===== config.mk =====
export PLATFORM = sky130hd
export DESIGN_NAME = priority_interrupt_controller
export DESIGN_NICKNAME = d
export VERILOG_FILES = /design/src/rtl/pic_pkg.sv /design/src/rtl/prio_pick.sv /design/src/rtl/ack_toggle.sv /design/src/rtl/priority_interrupt_controller.sv
export VERILOG_INCLUDE_DIRS = /design/src /design/src/rtl
export SDC_FILE = /design/constraint.sdc
export NUM_CORES = 1
export LEC_CHECK = 0
export BUFFER_PORTS_ARGS = -buffer_cell sky130_fd_sc_hd__buf_2
export CORE_ASPECT_RATIO = 0.9
export CORE_MARGIN = 2
export CORE_UTILIZATION = 40
export DETAILED_ROUTE_END_ITERATION = 10
export GPL_TIMING_DRIVEN = 0
export HOLD_SLACK_MARGIN = 0.12
export PLACE_DENSITY = 0.66
export SKIP_LAST_GASP = 1
export SYNTH_ARGS = -nofsm -noshare
export SYNTH_HDL_FRONTEND = slang
export SYNTH_SLANG_ARGS = --single-unit
export TNS_END_PERCENT = 5

===== constraint.sdc =====
create_clock -name pclk -period 3 [get_ports pclk]
set_clock_uncertainty 0.1 [all_clocks]
set_input_delay 0.6 -clock pclk [delete_from_list [all_inputs] [get_ports pclk]]
set_output_delay 0.6 -clock pclk [all_outputs]
set_load 0.05 [all_outputs]

===== src/rtl/pic_map.svh =====
// Purpose: Register map, field positions, reset values and codes for the
//          priority interrupt controller.
// Assumes: 32-bit APB data, one aligned word per register.
// Notes:   Included by bare name.
`ifndef PIC_MAP_SVH
`define PIC_MAP_SVH

// ============================================================
// Register offsets
`define PIC_OFF_PENDING   8'h00
`define PIC_OFF_SERVICE   8'h04
`define PIC_OFF_MASK      8'h08
`define PIC_OFF_LEVEL     8'h0c
`define PIC_OFF_SETUP     8'h10
`define PIC_OFF_EOI       8'h14
`define PIC_SEL_BIT       4

// ============================================================
// Setup word fields
`define PIC_SETUP_DONE    0
`define PIC_SETUP_LEVEL   1
`define PIC_SETUP_BASE_HI 7
`define PIC_SETUP_BASE_LO 3

// ============================================================
// Level word fields
`define PIC_LEVEL_VALID   3

// ============================================================
// Reset values and fixed codes
`define PIC_MASK_RESET    8'hff
`define PIC_BASE_RESET    5'h00
`define PIC_SPURIOUS_LVL  3'h7
`define PIC_SRC_SERIAL    0
`define PIC_SRC_KEYBOARD  4
`define PIC_SRC_TIMER     5
`define PIC_SRC_FPU       7

`endif


===== src/rtl/pic_pkg.sv =====
// Purpose: Shared types of the priority interrupt controller.
// Assumes: Nothing.
// Notes:   Use as pic_pkg::name.
package pic_pkg;
  typedef enum logic {
    PHASE_FIRST  = 1'b0,
    PHASE_SECOND = 1'b1
  } ack_phase_t;

  typedef enum logic {
    TRIG_EDGE  = 1'b0,
    TRIG_LEVEL = 1'b1
  } trig_mode_t;
endpackage : pic_pkg


===== src/rtl/prio_pick.sv =====
// Purpose: Finds the highest-priority set bit, bit 0 ranking first.
// Assumes: Pure combinational.
// Notes:   Index is zero when nothing is set.
`timescale 1ns/10ps
module prio_pick #(
  parameter int WIDTH = 8,
  parameter int IDXW  = 3
) (
  input  wire logic [WIDTH-1:0] bits,
  output logic                  any,
  output logic [IDXW-1:0]       idx,
  output logic [WIDTH-1:0]      onehot
);
  logic [WIDTH:0] above;

  assign above[0] = 1'b0;
  assign any      = above[WIDTH];

  genvar i;
  generate
    for (i = 0; i < WIDTH; i++) begin : g_bit
      assign above[i+1] = above[i] | bits[i];
      assign onehot[i]  = bits[i] & ~above[i];
    end
  endgenerate

  always_comb begin
    idx = '0;
    for (int k = WIDTH - 1; k >= 0; k--) begin
      if (bits[k]) begin
        idx = IDXW'(k);
      end
    end
  end
endmodule : prio_pick


===== src/rtl/ack_toggle.sv =====
// Purpose: Tracks the two acknowledge pulses with a toggling flip-flop.
// Assumes: Acknowledge level already gated and synchronous to clk.
// Notes:   Toggles at the end of each gated pulse.
`timescale 1ns/10ps
module ack_toggle (
  input  wire logic         clk,
  input  wire logic         rst_n,
  input  wire logic         ack_now,
  output logic              first_start,
  output logic              second_start,
  output pic_pkg::ack_phase_t phase_q
);
  logic ack_q;
  logic ack_end;
  pic_pkg::ack_phase_t phase_d;

  assign first_start  = ack_now & ~ack_q & (phase_q == pic_pkg::PHASE_FIRST);
  assign second_start = ack_now & ~ack_q & (phase_q == pic_pkg::PHASE_SECOND);
  assign ack_end      = ~ack_now & ack_q;
  assign phase_d = ack_end ? pic_pkg::ack_phase_t'(~phase_q) : phase_q;

  always_ff @(posedge clk or negedge rst_n) begin
    if (!rst_n) begin
      ack_q   <= 1'b0;
      phase_q <= pic_pkg::PHASE_FIRST;
    end else begin
      ack_q   <= ack_now;
      phase_q <= phase_d;
    end
  end
endmodule : ack_toggle


===== src/rtl/priority_interrupt_controller.sv =====
// Purpose: Eight-input priority interrupt controller with APB registers
//          and a two-pulse acknowledge answer.
// Assumes: All pins synchronous to pclk; APB slave answers with no wait.
// Notes:   Vector and cascade buses are out/enable pairs.
//
// What this block does
// - Takes eight request inputs and ranks them, input 0 highest.
// - Board sources map to inputs 0, 4, 5 and 7.
// - Timer group request is the OR of five timer and serial sources.
// - Each input registers on a rising edge or a high level.
// - Active-low lines are inverted and set pending bits.
// - Highest pending bit goes to the same in-service bit.
// - Firmware mask removes pending bits from arbitration.
// - Interrupt output only when a pending request outranks all in service.
// - First acknowledge sets in-service, clears pending unless a level request still holds it, drives no data.
// - Second acknowledge drives the eight-bit vector on data bits 0-7.
// - A vanished request still yields the vector of input 7.
// - Toggle flip-flop flags the first acknowledge, no data moved.
// - Second acknowledge drives a three-bit cascade address.
// - Acknowledge counts only while this processor owns the bus.
// - Selected reads show registers or level; writes load command words.
// - Register-select bit picks interrupt or command registers.
// - No arbitration before firmware finishes set-up.
// - Vector-drive output asserted while data bits 0-7 are driven.
// - Buffer enable goes low while the chip has data to send.
// - Reset initialises all logic, toggle included.
//
// The APB register port and the placing of the registers were left to the implementer.
`timescale 1ns/10ps
`include "pic_map.svh"
module priority_interrupt_controller #(
  parameter int NREQ = 8,
  parameter int IDXW = 3
) (
  input  wire logic            pclk,
  input  wire logic            presetn,
  input  wire logic [7:0]      paddr,
  input  wire logic            psel,
  input  wire logic            penable,
  input  wire logic            pwrite,
  input  wire logic [31:0]     pwdata,
  output logic [31:0]          prdata,
  output logic                 pready,
  output logic                 pslverr,
  input  wire logic [NREQ-1:0] request_lines_n,
  input  wire logic            serial_rx_request_n,
  input  wire logic            keyboard_request_n,
  input  wire logic            bus_timeout_request_n,
  input  wire logic            fpu_error,
  input  wire logic            timer_one_out,
  input  wire logic            tx_empty_flag_n,
  input  wire logic            tx_ready_flag_n,
  input  wire logic            serial_status_change,
  input  wire logic            counter_zero_out,
  input  wire logic            irq_ack_strobe_n,
  input  wire logic            bus_master_enable_n,
  output logic                 cpu_irq_out,
  output logic                 first_ack_flag_n,
  output logic [7:0]           vector_data,
  output logic                 vector_data_oe,
  output logic                 onboard_vector_drive_n,
  output logic                 slave_buffer_enable_n,
  output logic [IDXW-1:0]      cascade_addr_lines,
  output logic                 cascade_addr_oe
);

  // ============================================================
  // Request gathering
  logic [NREQ-1:0] req_now;
  logic            timer_group_request;

  assign timer_group_request = timer_one_out | ~tx_empty_flag_n
                             | ~tx_ready_flag_n | serial_status_change
                             | counter_zero_out;

  genvar g;
  generate
    for (g = 0; g < NREQ; g++) begin : g_req
      if (g == `PIC_SRC_SERIAL) begin : g_ser
        assign req_now[g] = ~request_lines_n[g] | ~serial_rx_request_n;
      end else if (g == `PIC_SRC_KEYBOARD) begin : g_kb
        assign req_now[g] = ~request_lines_n[g] | ~keyboard_request_n;
      end else if (g == `PIC_SRC_TIMER) begin : g_tm
        assign req_now[g] = ~request_lines_n[g] | ~bus_timeout_request_n
                          | timer_group_request;
      end else if (g == `PIC_SRC_FPU) begin : g_fpu
        assign req_now[g] = ~request_lines_n[g] | fpu_error;
      end else begin : g_plain
        assign req_now[g] = ~request_lines_n[g];
      end
    end
  endgenerate

  // ============================================================
  // State registers
  logic [NREQ-1:0] req_prev_q;
  logic [NREQ-1:0] pend_q;
  logic [NREQ-1:0] pend_d;
  logic [NREQ-1:0] isr_q;
  logic [NREQ-1:0] isr_d;
  logic [NREQ-1:0] mask_q;
  logic [4:0]      base_q;
  logic            init_done_q;
  pic_pkg::trig_mode_t mode_q;
  logic [IDXW-1:0] vec_level_q;

  // ============================================================
  // Arbitration
  logic [NREQ-1:0] cand;
  logic            req_any;
  logic [IDXW-1:0] req_idx;
  logic [NREQ-1:0] req_hot;
  logic            isr_any;
  logic [IDXW-1:0] isr_idx;
  logic [NREQ-1:0] isr_hot;
  logic            irq_want;

  assign cand = pend_q & ~mask_q;

  prio_pick #(.WIDTH(NREQ), .IDXW(IDXW)) u_pick_req (
    .bits   (cand),
    .any    (req_any),
    .idx    (req_idx),
    .onehot (req_hot)
  );

  prio_pick #(.WIDTH(NREQ), .IDXW(IDXW)) u_pick_isr (
    .bits   (isr_q),
    .any    (isr_any),
    .idx    (isr_idx),
    .onehot (isr_hot)
  );

  assign irq_want = init_done_q & req_any & (~isr_any | (req_idx < isr_idx));

  // ============================================================
  // Acknowledge handling
  logic                ack_now;
  logic                first_start;
  logic                second_start;
  pic_pkg::ack_phase_t phase_q;
  logic                take;
  logic [NREQ-1:0]     grant;

  assign ack_now = ~irq_ack_strobe_n & ~bus_master_enable_n;

  ack_toggle u_ack (
    .clk          (pclk),
    .rst_n        (presetn),
    .ack_now      (ack_now),
    .first_start  (first_start),
    .second_start (second_start),
    .phase_q      (phase_q)
  );

  assign take  = first_start & init_done_q;
  assign grant = (take & req_any) ? req_hot : '0;

  // ============================================================
  // APB decode
  logic        setup_ph;
  logic        wr_go;
  logic        cmd_sel;
  logic        hit;
  logic        wr_mask;
  logic        wr_setup;
  logic        wr_eoi;
  logic [31:0] rd_word;

  assign setup_ph = psel & ~penable;
  assign wr_go    = psel & penable & pready & pwrite;
  assign cmd_sel  = paddr[`PIC_SEL_BIT];
  assign hit      = (paddr == `PIC_OFF_PENDING) | (paddr == `PIC_OFF_SERVICE)
                  | (paddr == `PIC_OFF_MASK)    | (paddr == `PIC_OFF_LEVEL)
                  | (paddr == `PIC_OFF_SETUP)   | (paddr == `PIC_OFF_EOI);
  assign wr_mask  = wr_go & ~cmd_sel & (paddr == `PIC_OFF_MASK);
  assign wr_setup = wr_go & cmd_sel & (paddr == `PIC_OFF_SETUP);
  assign wr_eoi   = wr_go & cmd_sel & (paddr == `PIC_OFF_EOI);

  always_comb begin
    rd_word = '0;
    unique case (paddr)
      `PIC_OFF_PENDING: rd_word[NREQ-1:0] = pend_q;
      `PIC_OFF_SERVICE: rd_word[NREQ-1:0] = isr_q;
      `PIC_OFF_MASK:    rd_word[NREQ-1:0] = mask_q;
      `PIC_OFF_LEVEL: begin
        rd_word[IDXW-1:0]        = isr_idx;
        rd_word[`PIC_LEVEL_VALID] = isr_any;
      end
      `PIC_OFF_SETUP: begin
        rd_word[`PIC_SETUP_BASE_HI:`PIC_SETUP_BASE_LO] = base_q;
        rd_word[`PIC_SETUP_LEVEL] = mode_q;
        rd_word[`PIC_SETUP_DONE]  = init_done_q;
      end
      default: rd_word = '0;
    endcase
  end

  // ============================================================
  // Pending and in-service next state
  generate
    for (g = 0; g < NREQ; g++) begin : g_pend
      logic set_b;
      logic clr_b;
      assign set_b = init_done_q & req_now[g]
                   & ((mode_q == pic_pkg::TRIG_LEVEL) | ~req_prev_q[g]);
      assign clr_b = grant[g]
                   | ((mode_q == pic_pkg::TRIG_LEVEL) & ~req_now[g]);
      assign pend_d[g] = set_b | (pend_q[g] & ~clr_b);
      assign isr_d[g]  = grant[g]
                       | (isr_q[g] & ~(wr_eoi & isr_hot[g]));
    end
  endgenerate

  // ============================================================
  // Core registers
  // reset everything
  always_ff @(posedge pclk or negedge presetn) begin
    if (!presetn) begin
      req_prev_q <= '0;
      pend_q     <= '0;
      isr_q      <= '0;
    end else begin
      req_prev_q <= req_now;
      pend_q     <= pend_d;
      isr_q      <= isr_d;
    end
  end

  always_ff @(posedge pclk or negedge presetn) begin
    if (!presetn) begin
      mask_q      <= `PIC_MASK_RESET;
      base_q      <= `PIC_BASE_RESET;
      mode_q      <= pic_pkg::TRIG_EDGE;
      init_done_q <= 1'b0;
    end else begin
      if (wr_mask) begin
        mask_q <= pwdata[NREQ-1:0];
      end
      if (wr_setup) begin
        base_q      <= pwdata[`PIC_SETUP_BASE_HI:`PIC_SETUP_BASE_LO];
        mode_q      <= pic_pkg::trig_mode_t'(pwdata[`PIC_SETUP_LEVEL]);
        init_done_q <= pwdata[`PIC_SETUP_DONE];
      end
    end
  end

  always_ff @(posedge pclk or negedge presetn) begin
    if (!presetn) begin
      vec_level_q <= `PIC_SPURIOUS_LVL;
    end else if (first_start) begin
      vec_level_q <= (take & req_any) ? req_idx : `PIC_SPURIOUS_LVL;
    end
  end

  // ============================================================
  // APB answer
  always_ff @(posedge pclk or negedge presetn) begin
    if (!presetn) begin
      pready  <= 1'b0;
      pslverr <= 1'b0;
      prdata  <= '0;
    end else begin
      pready  <= setup_ph;
      pslverr <= setup_ph & ~hit;
      prdata  <= (setup_ph & ~pwrite) ? rd_word : '0;
    end
  end

  // ============================================================
  // Processor-side outputs
  logic drive_second;
  assign drive_second = ack_now & (phase_q == pic_pkg::PHASE_SECOND);

  always_ff @(posedge pclk or negedge presetn) begin
    if (!presetn) begin
      cpu_irq_out            <= 1'b0;
      first_ack_flag_n       <= 1'b1;
      vector_data            <= '0;
      vector_data_oe         <= 1'b0;
      onboard_vector_drive_n <= 1'b1;
      slave_buffer_enable_n  <= 1'b1;
      cascade_addr_lines     <= '0;
      cascade_addr_oe        <= 1'b0;
    end else begin
      cpu_irq_out      <= irq_want;
      first_ack_flag_n <= ~(ack_now & (phase_q == pic_pkg::PHASE_FIRST));
      vector_data      <= {base_q, vec_level_q};
      vector_data_oe   <= drive_second;
      onboard_vector_drive_n <= ~drive_second;
      slave_buffer_enable_n  <= ~drive_second;
      cascade_addr_lines <= vec_level_q;
      cascade_addr_oe    <= drive_second;
    end
  end
endmodule : priority_interrupt_controller


After elaboration in Yosys (flattened, before gate mapping):

Index checks and enable logic that the tools add are counted.

* reductions and logical operators: 1
* equal/unequal tests: 5
* multiplexer cells: 23
* bitwise operators: 213
* order comparisons: 1

Operator list (number)
* $and 1x1->1: 83
* $not 1->1: 67
* $or 1x1->1: 61
* $mux 3: 17
* $eq 8x4->1 const B: 2
* $eq 8x5->1 const B: 2
* $mux 8: 2
* $pmux 4 s4: 1
* $pmux 2 s5: 1
* $and 8x8->8: 1
* $eq 8x3->1 const B: 1
* $logic_not 8->1: 1
* $not 8->8: 1
* $pmux 1 s5: 1
* $pmux 1 s4: 1
* $lt 3x3->1: 1

* input port bits: 64
* register bits: 69
* word-level logic and storage cells: 262

Longest topological paths before layout:

Gate-level depths: netlist (run 1).

* word-level depth: 15
* depth in mapped cells: 10
* gate-level depth less buffers: 8

Modules after synthesis:

Synthesis (run 1) repeated with hierarchy kept, for this count alone.

* cell total of the unflattened synthesis: 340
* area, all modules: 3440.8 um^2

By module, submodules not included
* priority_interrupt_controller: times used 1, area each 3075.4 um^2, cells each 288
* prio_pick: times used 2, area each 141.4 um^2, cells each 23
* ack_toggle: times used 1, area each 82.6 um^2, cells each 6

Worst setup path after synthesis (run 1):

Ideal clock, no wire load.

* path type: reg-to-reg
* start point: register mask_q[5]
* end point: register cpu_irq_out
* required time: 2.796 ns
* period minus slack after synthesis: 2.554 ns
* path slack: 0.446 ns
* cell stages (with the launch flop): 9
* arrival: 2.350 ns
* library setup time: 0.104 ns
* cells stage by stage: dfstp_2 nor2b_1 a2111oi_0 nor2_1 ha_1 a211o_1 a21oi_1 o221ai_1 a221oi_1

* longest elaborated chain between the ends: 11

RTL lines
* start, declared: line priority_interrupt_controller.sv:101 `logic [NREQ-1:0] mask_q;`
* start signal, assigned: line priority_interrupt_controller.sv:232 `` mask_q <= `PIC_MASK_RESET; ``
* start signal, assigned: line priority_interrupt_controller.sv:238 `mask_q <= pwdata[NREQ-1:0];`
* $not 8->8 (*): line priority_interrupt_controller.sv:118 `assign cand = pend_q & ~mask_q;`
* $and 8x8->8 (*): line priority_interrupt_controller.sv:118
* $mux 3 (6 in series): line prio_pick.sv:30 `if (bits[k]) begin`
* $lt 3x3->1: line priority_interrupt_controller.sv:134 `assign irq_want = init_done_q & req_any & (~isr_any | (req_idx < isr_idx));`
* $or 1x1->1: line priority_interrupt_controller.sv:134
* $and 1x1->1 (*): line priority_interrupt_controller.sv:134
* via irq_want: line priority_interrupt_controller.sv:116 `logic irq_want;`
* end signal, assigned: line priority_interrupt_controller.sv:286 `cpu_irq_out <= irq_want;`
* end, declared: line priority_interrupt_controller.sv:57 `output logic cpu_irq_out,`

Mark *: on every way through the listed nets, which the timed path passes. The rest lies on a longest branch.
A chain may end at the register's enable or synchronous reset.

Final worst setup path (run 1):

* start point: register isr_q[1]
* end point: register cpu_irq_out

* longest elaborated chain between the ends: 10

RTL lines
* start, declared: line priority_interrupt_controller.sv:99 `logic [NREQ-1:0] isr_q;`
* start signal, assigned: line priority_interrupt_controller.sv:226 `isr_q <= isr_d;`
* $or 1x1->1 (7 in series): line prio_pick.sv:22 `assign above[i+1] = above[i] | bits[i];`
* $not 1->1: line priority_interrupt_controller.sv:134
* $or 1x1->1 (*): line priority_interrupt_controller.sv:134
* $and 1x1->1 (*): line priority_interrupt_controller.sv:134
* via irq_want: line priority_interrupt_controller.sv:116

Marked as above.

==> flow_summary.yaml, run 1 <==
run_status:
  outcome: "completed"
logic_synthesis:
  postSynthCellCount: 315
  async_flop_share_pct: 100.0
  ys.flop_type: "dfrtp_1"
  postSynthAreaPerCell_um2: 10.70
  syn_area_um2: 3371
  yosysSeqAreaShare_pct: 49.48
  yosysUniqueCellTypes: 60
  synth_edf_count: 0
  synth-seq-cells: 66
  yosysWarnings: 0
clocking:
  cts_num_sinks: 66
  clock_latency_ps: 350
  root_buffer: "clkbuf_8"
  cts_made_buffers: 9
  htreeDepth: 3
  cts_buffer_depth: 2
  cts_tree: "yes"
  cts_setup_buffers: 0
  clk_pin_slew_worst_paths_ps: 80
power:
  p_seq_share_pct: 41.7
  comb_power_share_pct: 13.3
  p_sw_uw: 594.6
  pwr-share-clk_pct: 45.0
  leakagePower_uw: 0.001988
  swShare_pct: 26.41
  p_per_area_nw_per_um2: 536.8
  power_uw: 2251
  irDropWorstVdd_uv: 253.0
  p_int_uw: 1657
timing:
  worst_slack_ps: 192.8
  tns_ps: 0
  rsz0062_at_grt: "false"
  slew_viol_final: 0
  worst_pin_slew_ps: 1224
  slew_headroom_pct: 17.64
  final_hold_viol_count: 0
  fin_crit_sh_pct: 93.57
  fin_crit_ps: 2807
  setup_viol: 0
  max_freq_ghz: 0.3562
  whs_ps: 226.6
worst_setup_path:
  rrSetupSlack_ps: 190
  start_kind: "flop"
  cpPeakStageDelay_ps: 550
  r2r_end: "cpu_irq_out"
  worst_setup_path_end_kind: "flop"
  cp_max_fo: 9
  path_class: "flop to flop"
  worst_path_most_repeated_cell: "clkbuf_1"
  r2r-start: "isr_q[1]"
  reg2regPathDepth: 10
  slowest_stage: "or4_1"
  worstPathArrival_ps: 2960
  worstSetupEndpoint: "cpu_irq_out"
  crit_chain: "clkbuf_1, or4_1, clkbuf_1, nor2b_2, inv_1, ha_1, a211o_1, a21oi_1, o221ai_1, a221oi_2"
  worstSetupStartpoint: "isr_q[1]"
  crit_required_ps: 3160
detailed_routing:
  vias: 2719
  dr.pass1.iters: 4
  ant_nets: 0
  drc: 0
  viasPerCell: 5.249
  drtIter0Drc: 221
  post_drt_wl_per_cell_um: 15.30
  totalWireLength_um: 7925
global_routing:
  antenna_found_initial: 0
  grt_use_met2_pct: 27.94
  grt_max_degree: 67
  busiest_layer: "met2"
  grt_usage_pct: 18.39
  grt_pass1_vias: 2606
  grtUsageMet3_pct: 5.389
  grt_pass1_wl_um: 12980
  grt_use_met1_pct: 25.17
  grt-ovfl-total: 0
cells_and_area:
  syn_to_final_growth_pct: 24.42
  drive_gt1_share_pct: 35.32
  num_antenna_cells: 0
  multiInputGateArea_um2: 1479
  fill_cells: 747
  seqCellArea_um2: 1668
  nNetsFinal: 480
place:
  port_buffers: 65
  post-place-ws_ps: -77.92
  place.gp.congestion: 0.9038
  place_hpwl_um: 5945
floorplanning:
  die_area_um2: 9178
  core_um2: 8107
  die-height_um: 91.09
  ios: 115
  start_util_pct: 41.58
  die_w_um: 100.8
  rows: 31
min_path:
  hold_path_class: "input port to asynchronous set/reset pin"
job:
  maxCapViolCount: 0
[state kept, by name (all words and copies together) (netlist names), 3 cells and up]
| signal | count |
|---|---|
| isr_q | 8 |
| mask_q | 8 |
| pend_q | 8 |
| prdata | 8 |
| req_prev_q | 8 |
| vector_data | 8 |
| base_q | 5 |
| vec_level_q | 3 |
[stage by stage]
stage | cell area [um^2] | std cells | utilization [%]
after global placement | 3906 | 502 | 48.19
after CTS | 4180 | 518 | 51.57
after detailed placement | 3909 | 502 | 48.22
final | 4194 | 518 | 51.74
after floorplan | 3457 | 338 | -
after global routing | 4194 | 518 | 51.74
[logic make-up (layout without fill, tap and decap cells)]
group,count (synthesis),in the layout,share of synthesized area [%]
AND/OR/NAND/NOR,83,83,14.63
XOR/XNOR,2,2,0.5198
adder cells (fa/ha/maj),2,2,0.7423
flip-flops,66,66,49.48
AO/OA/AOI/OAI,85,85,18.00
other,1,24,0.1113
buffers and inverters,56,137,9.651
multiplexers,20,20,6.867
[Yosys cell counts, drive strengths merged (2+ instances only)]
cell type | number | area, um^2
a2111oi | 2 | 17.52
clkbuf | 11 | 41.29
a2bb2oi | 4 | 35.03
nor4 | 3 | 48.80
nand4 | 5 | 31.28
nand2 | 14 | 52.55
nand3 | 5 | 25.02
inv | 13 | 48.80
a22oi | 4 | 30.03
o21a | 2 | 15.01
a211o | 2 | 17.52
o311ai | 4 | 35.03
a21oi | 14 | 70.07
or4 | 5 | 42.54
o22a | 2 | 17.52
nor2 | 16 | 60.06
ha | 2 | 25.02
dfstp | 13 | 341.6
o31ai | 6 | 45.04
o32a | 2 | 20.02
a211oi | 2 | 15.01
o21ai | 17 | 85.08
o221ai | 2 | 17.52
a21o | 5 | 37.54
nor2b | 12 | 75.07
a221oi | 2 | 17.52
o211ai | 5 | 37.54
buf | 30 | 221.5
mux2i | 4 | 40.04
mux2 | 15 | 168.9
dfrtp | 53 | 1326
o41ai | 3 | 26.28
nor4b | 2 | 17.52
nand2b | 12 | 75.07
[cells in the final DEF (no fill, tap or decap), types with 6 or more instances in the layout]
master / instances
a21oi_1: 14
buf_2: 64
buf_4: 30
clkbuf_1: 11
clkbuf_8: 9
conb_1: 24
dfrtp_1: 53
dfstp_2: 13
inv_1: 13
mux2_2: 15
nand2_1: 14
nand2b_1: 12
nor2_1: 16
nor2b_1: 11
o21ai_0: 17
o31ai_1: 6
[worst min path at each step]
stage                       start             end  depth (start not counted)
2_1_floorplan             presetn       base_q[0]                          0
3_3_place_gp       vec_level_q[1]  vector_data[1]                          0
3_5_place_dp       vec_level_q[1]  vector_data[1]                          0
4_1_cts                   presetn  vector_data_oe                          1
5_1_grt        request_lines_n[1]   req_prev_q[1]                          2
6_report                  presetn     u_ack.ack_q                          1
[layout make-up]
| class | instances | share of cell area (%) |
|---|---|---|
| clock inverter | 7 | 3.490 |
| sequential | 66 | 39.77 |
| clock buffer | 9 | 2.953 |
| multi-input combinational | 216 | 35.26 |
| timing repair buffer | 65 | 7.816 |
| tap | 99 | 2.953 |
| buffer | 42 | 6.504 |
| inverter | 14 | 1.253 |
[worst max-delay path: cells and delay by family, from the launching register on]
kind            cells  cell delay [ps]
buf+inv             3              430
fa+ha+maj           1              300
flops               1              360
simple gates        2              710
compound gates      4              820
[power by group through the flow]
stage	Sequential (uW)	Clock (uW)	Combinational, uW
after global routing	943	1070	323
final	939	1010	299
after global placement	955	0	294
after CTS	939	1030	299
after detailed placement	956	0	298
after floorplan	987	0	185
[repair_timing]
action	4_1_cts	5_1_grt
gates resized for setup	1	3
setup endpoints to repair	1	1
hold buffers	0	0
cloned	0	0
[layer usage]
metal | share of wire, % | vias up
met1 | 44 | 1307
met5 | 0 | -
met3 | 7.4 | 8
met2 | 47 | 98
met4 | 1.2 | 0
li1 | - | 1306
No activity file was read; power rests on OpenSTA's default activity.
==> run 2: changes to the inputs <==
- GPL_TIMING_DRIVEN: 0 -> not set
==> run 2 against run 1 <==
  * Sequential power is essentially flat
  * Sequential share of layout area grew 2.4 points
  * Highest routed layer unchanged
  * Fmax grew 3.3%
==> flow_summary.yaml, run 2 (synthesis results as in run 1) <==
min_path:
  hold_path_class: "input port to asynchronous set/reset pin"
timing:
  tns_ps: 0
  whs_ps: 226.1
  final_hold_viol_count: 0
  rsz0062_at_grt: "false"
  worst_pin_slew_ps: 777.4
  slew_headroom_pct: 48.17
  setup_viol: 0
  max_freq_ghz: 0.3679
  fin_crit_sh_pct: 90.61
  worst_slack_ps: 281.6
  fin_crit_ps: 2718
  slew_viol_final: 0
detailed_routing:
  totalWireLength_um: 7695
  drc: 0
  ant_nets: 0
  post_drt_wl_per_cell_um: 15.90
  vias: 2603
  dr.pass1.iters: 4
  viasPerCell: 5.378
  drtIter0Drc: 136
power:
  irDropWorstVdd_uv: 254.6
  p_per_area_nw_per_um2: 541.7
  leakagePower_uw: 0.001836
global_routing:
  grt_pass1_wl_um: 12310
  grt_use_met2_pct: 26.61
  grt_max_degree: 35
  antenna_found_initial: 0
  grtUsageMet3_pct: 3.541
  grt_pass1_vias: 2392
  busiest_layer: "met2"
  grt-ovfl-total: 0
  grt_usage_pct: 17.42
  grt_use_met1_pct: 23.94
job:
  maxCapViolCount: 0
clocking:
  htreeDepth: 3
  root_buffer: "clkbuf_8"
  cts_tree: "yes"
  cts_setup_buffers: 0
  cts_num_sinks: 66
  cts_made_buffers: 9
  cts_hold_buf: 0
  clock_latency_ps: 350
  cts_buffer_depth: 2
  clk_pin_slew_worst_paths_ps: 80
  cts-resized-gates: 0
floorplanning:
  core_um2: 8107
  die-height_um: 91.09
  rows: 31
  start_util_pct: 41.58
  die_w_um: 100.8
  ios: 115
  die_area_um2: 9178
cells_and_area:
  utilization_pct: 48.79
  drive_gt1_share_pct: 32.21
  fin_cells: 484
  syn_to_final_growth_pct: 17.33
  final_common_cell: "buf_2"
  nNetsFinal: 446
  final_cell_mix: "buf_2 (66), dfrtp_1 (53), conb_1 (24)"
  fill_cells: 744
  num_antenna_cells: 0
place:
  port_buffers: 66
  place.gp.congestion: 0.9584
  dp_cells: 468
  post-place-ws_ps: 292.5
  place_hpwl_um: 5761
worst_setup_path:
  start_kind: "flop"
  path_class: "flop to flop"
  crit_required_ps: 3140
  worst_setup_path_end_kind: "flop"
  worstSetupStartpoint: "mask_q[5]"
  r2r-start: "mask_q[5]"
  rrSetupSlack_ps: 280
  cp_max_fo: 4
  worstPathArrival_ps: 2860
run_status:
  outcome: "completed"
[run 2: power by group]
| part | internal [uW] | switching [uW] |
|---|---|---|
| clock network | 576 | 356 |
| registers | 921 | 18.7 |
| logic | 67.0 | 203 |
[run 2: final timing paths]
path,cells past startpoint,end
max,9,cpu_irq_out
min,1,u_ack.ack_q
max reg2reg,9,cpu_irq_out
min reg2reg,0,vector_data[2]
max in group asynchronous,2,vec_level_q[1]
min in group pclk,2,req_prev_q[1]
[run 2: layer usage]
metal  up-vias  share of wire [%]
met5         -                  0
met4         0                1.6
met3        11                7.2
met2        95                 46
met1      1257                 45
li1       1240                  -
[run 2: per-stage QoR]
step	power, uW	area [um^2]
detailed placement	1227	3704
CTS	2154	3955
global route	2218	3955
floorplan	1172	3457
global placement	1222	3704
finish	2142	3955
[run 2: area by class of cell]
class / instances / area (um^2) / area share, %
Tap cell: 99 / 123.9 / 3.132
Multi-Input combinational cell: 216 / 1464 / 37.01
Clock buffer: 10 / 137.6 / 3.480
Clock inverter: 6 / 113.9 / 2.879
Timing Repair Buffer: 73 / 395.4 / 9.997
Inverter: 14 / 52.55 / 1.329
Sequential cell: 66 / 1668 / 42.17
[run 2: critical path, stage by stage, from the launching register on]
cell and delay [ps]:
dfstp_2 560, nor2b_1 70, a2111oi_0 470, buf_4 220, nor2_1 50, ha_1 300, a211o_1 270, a21oi_1 120
o221ai_1 140, a221oi_1 310
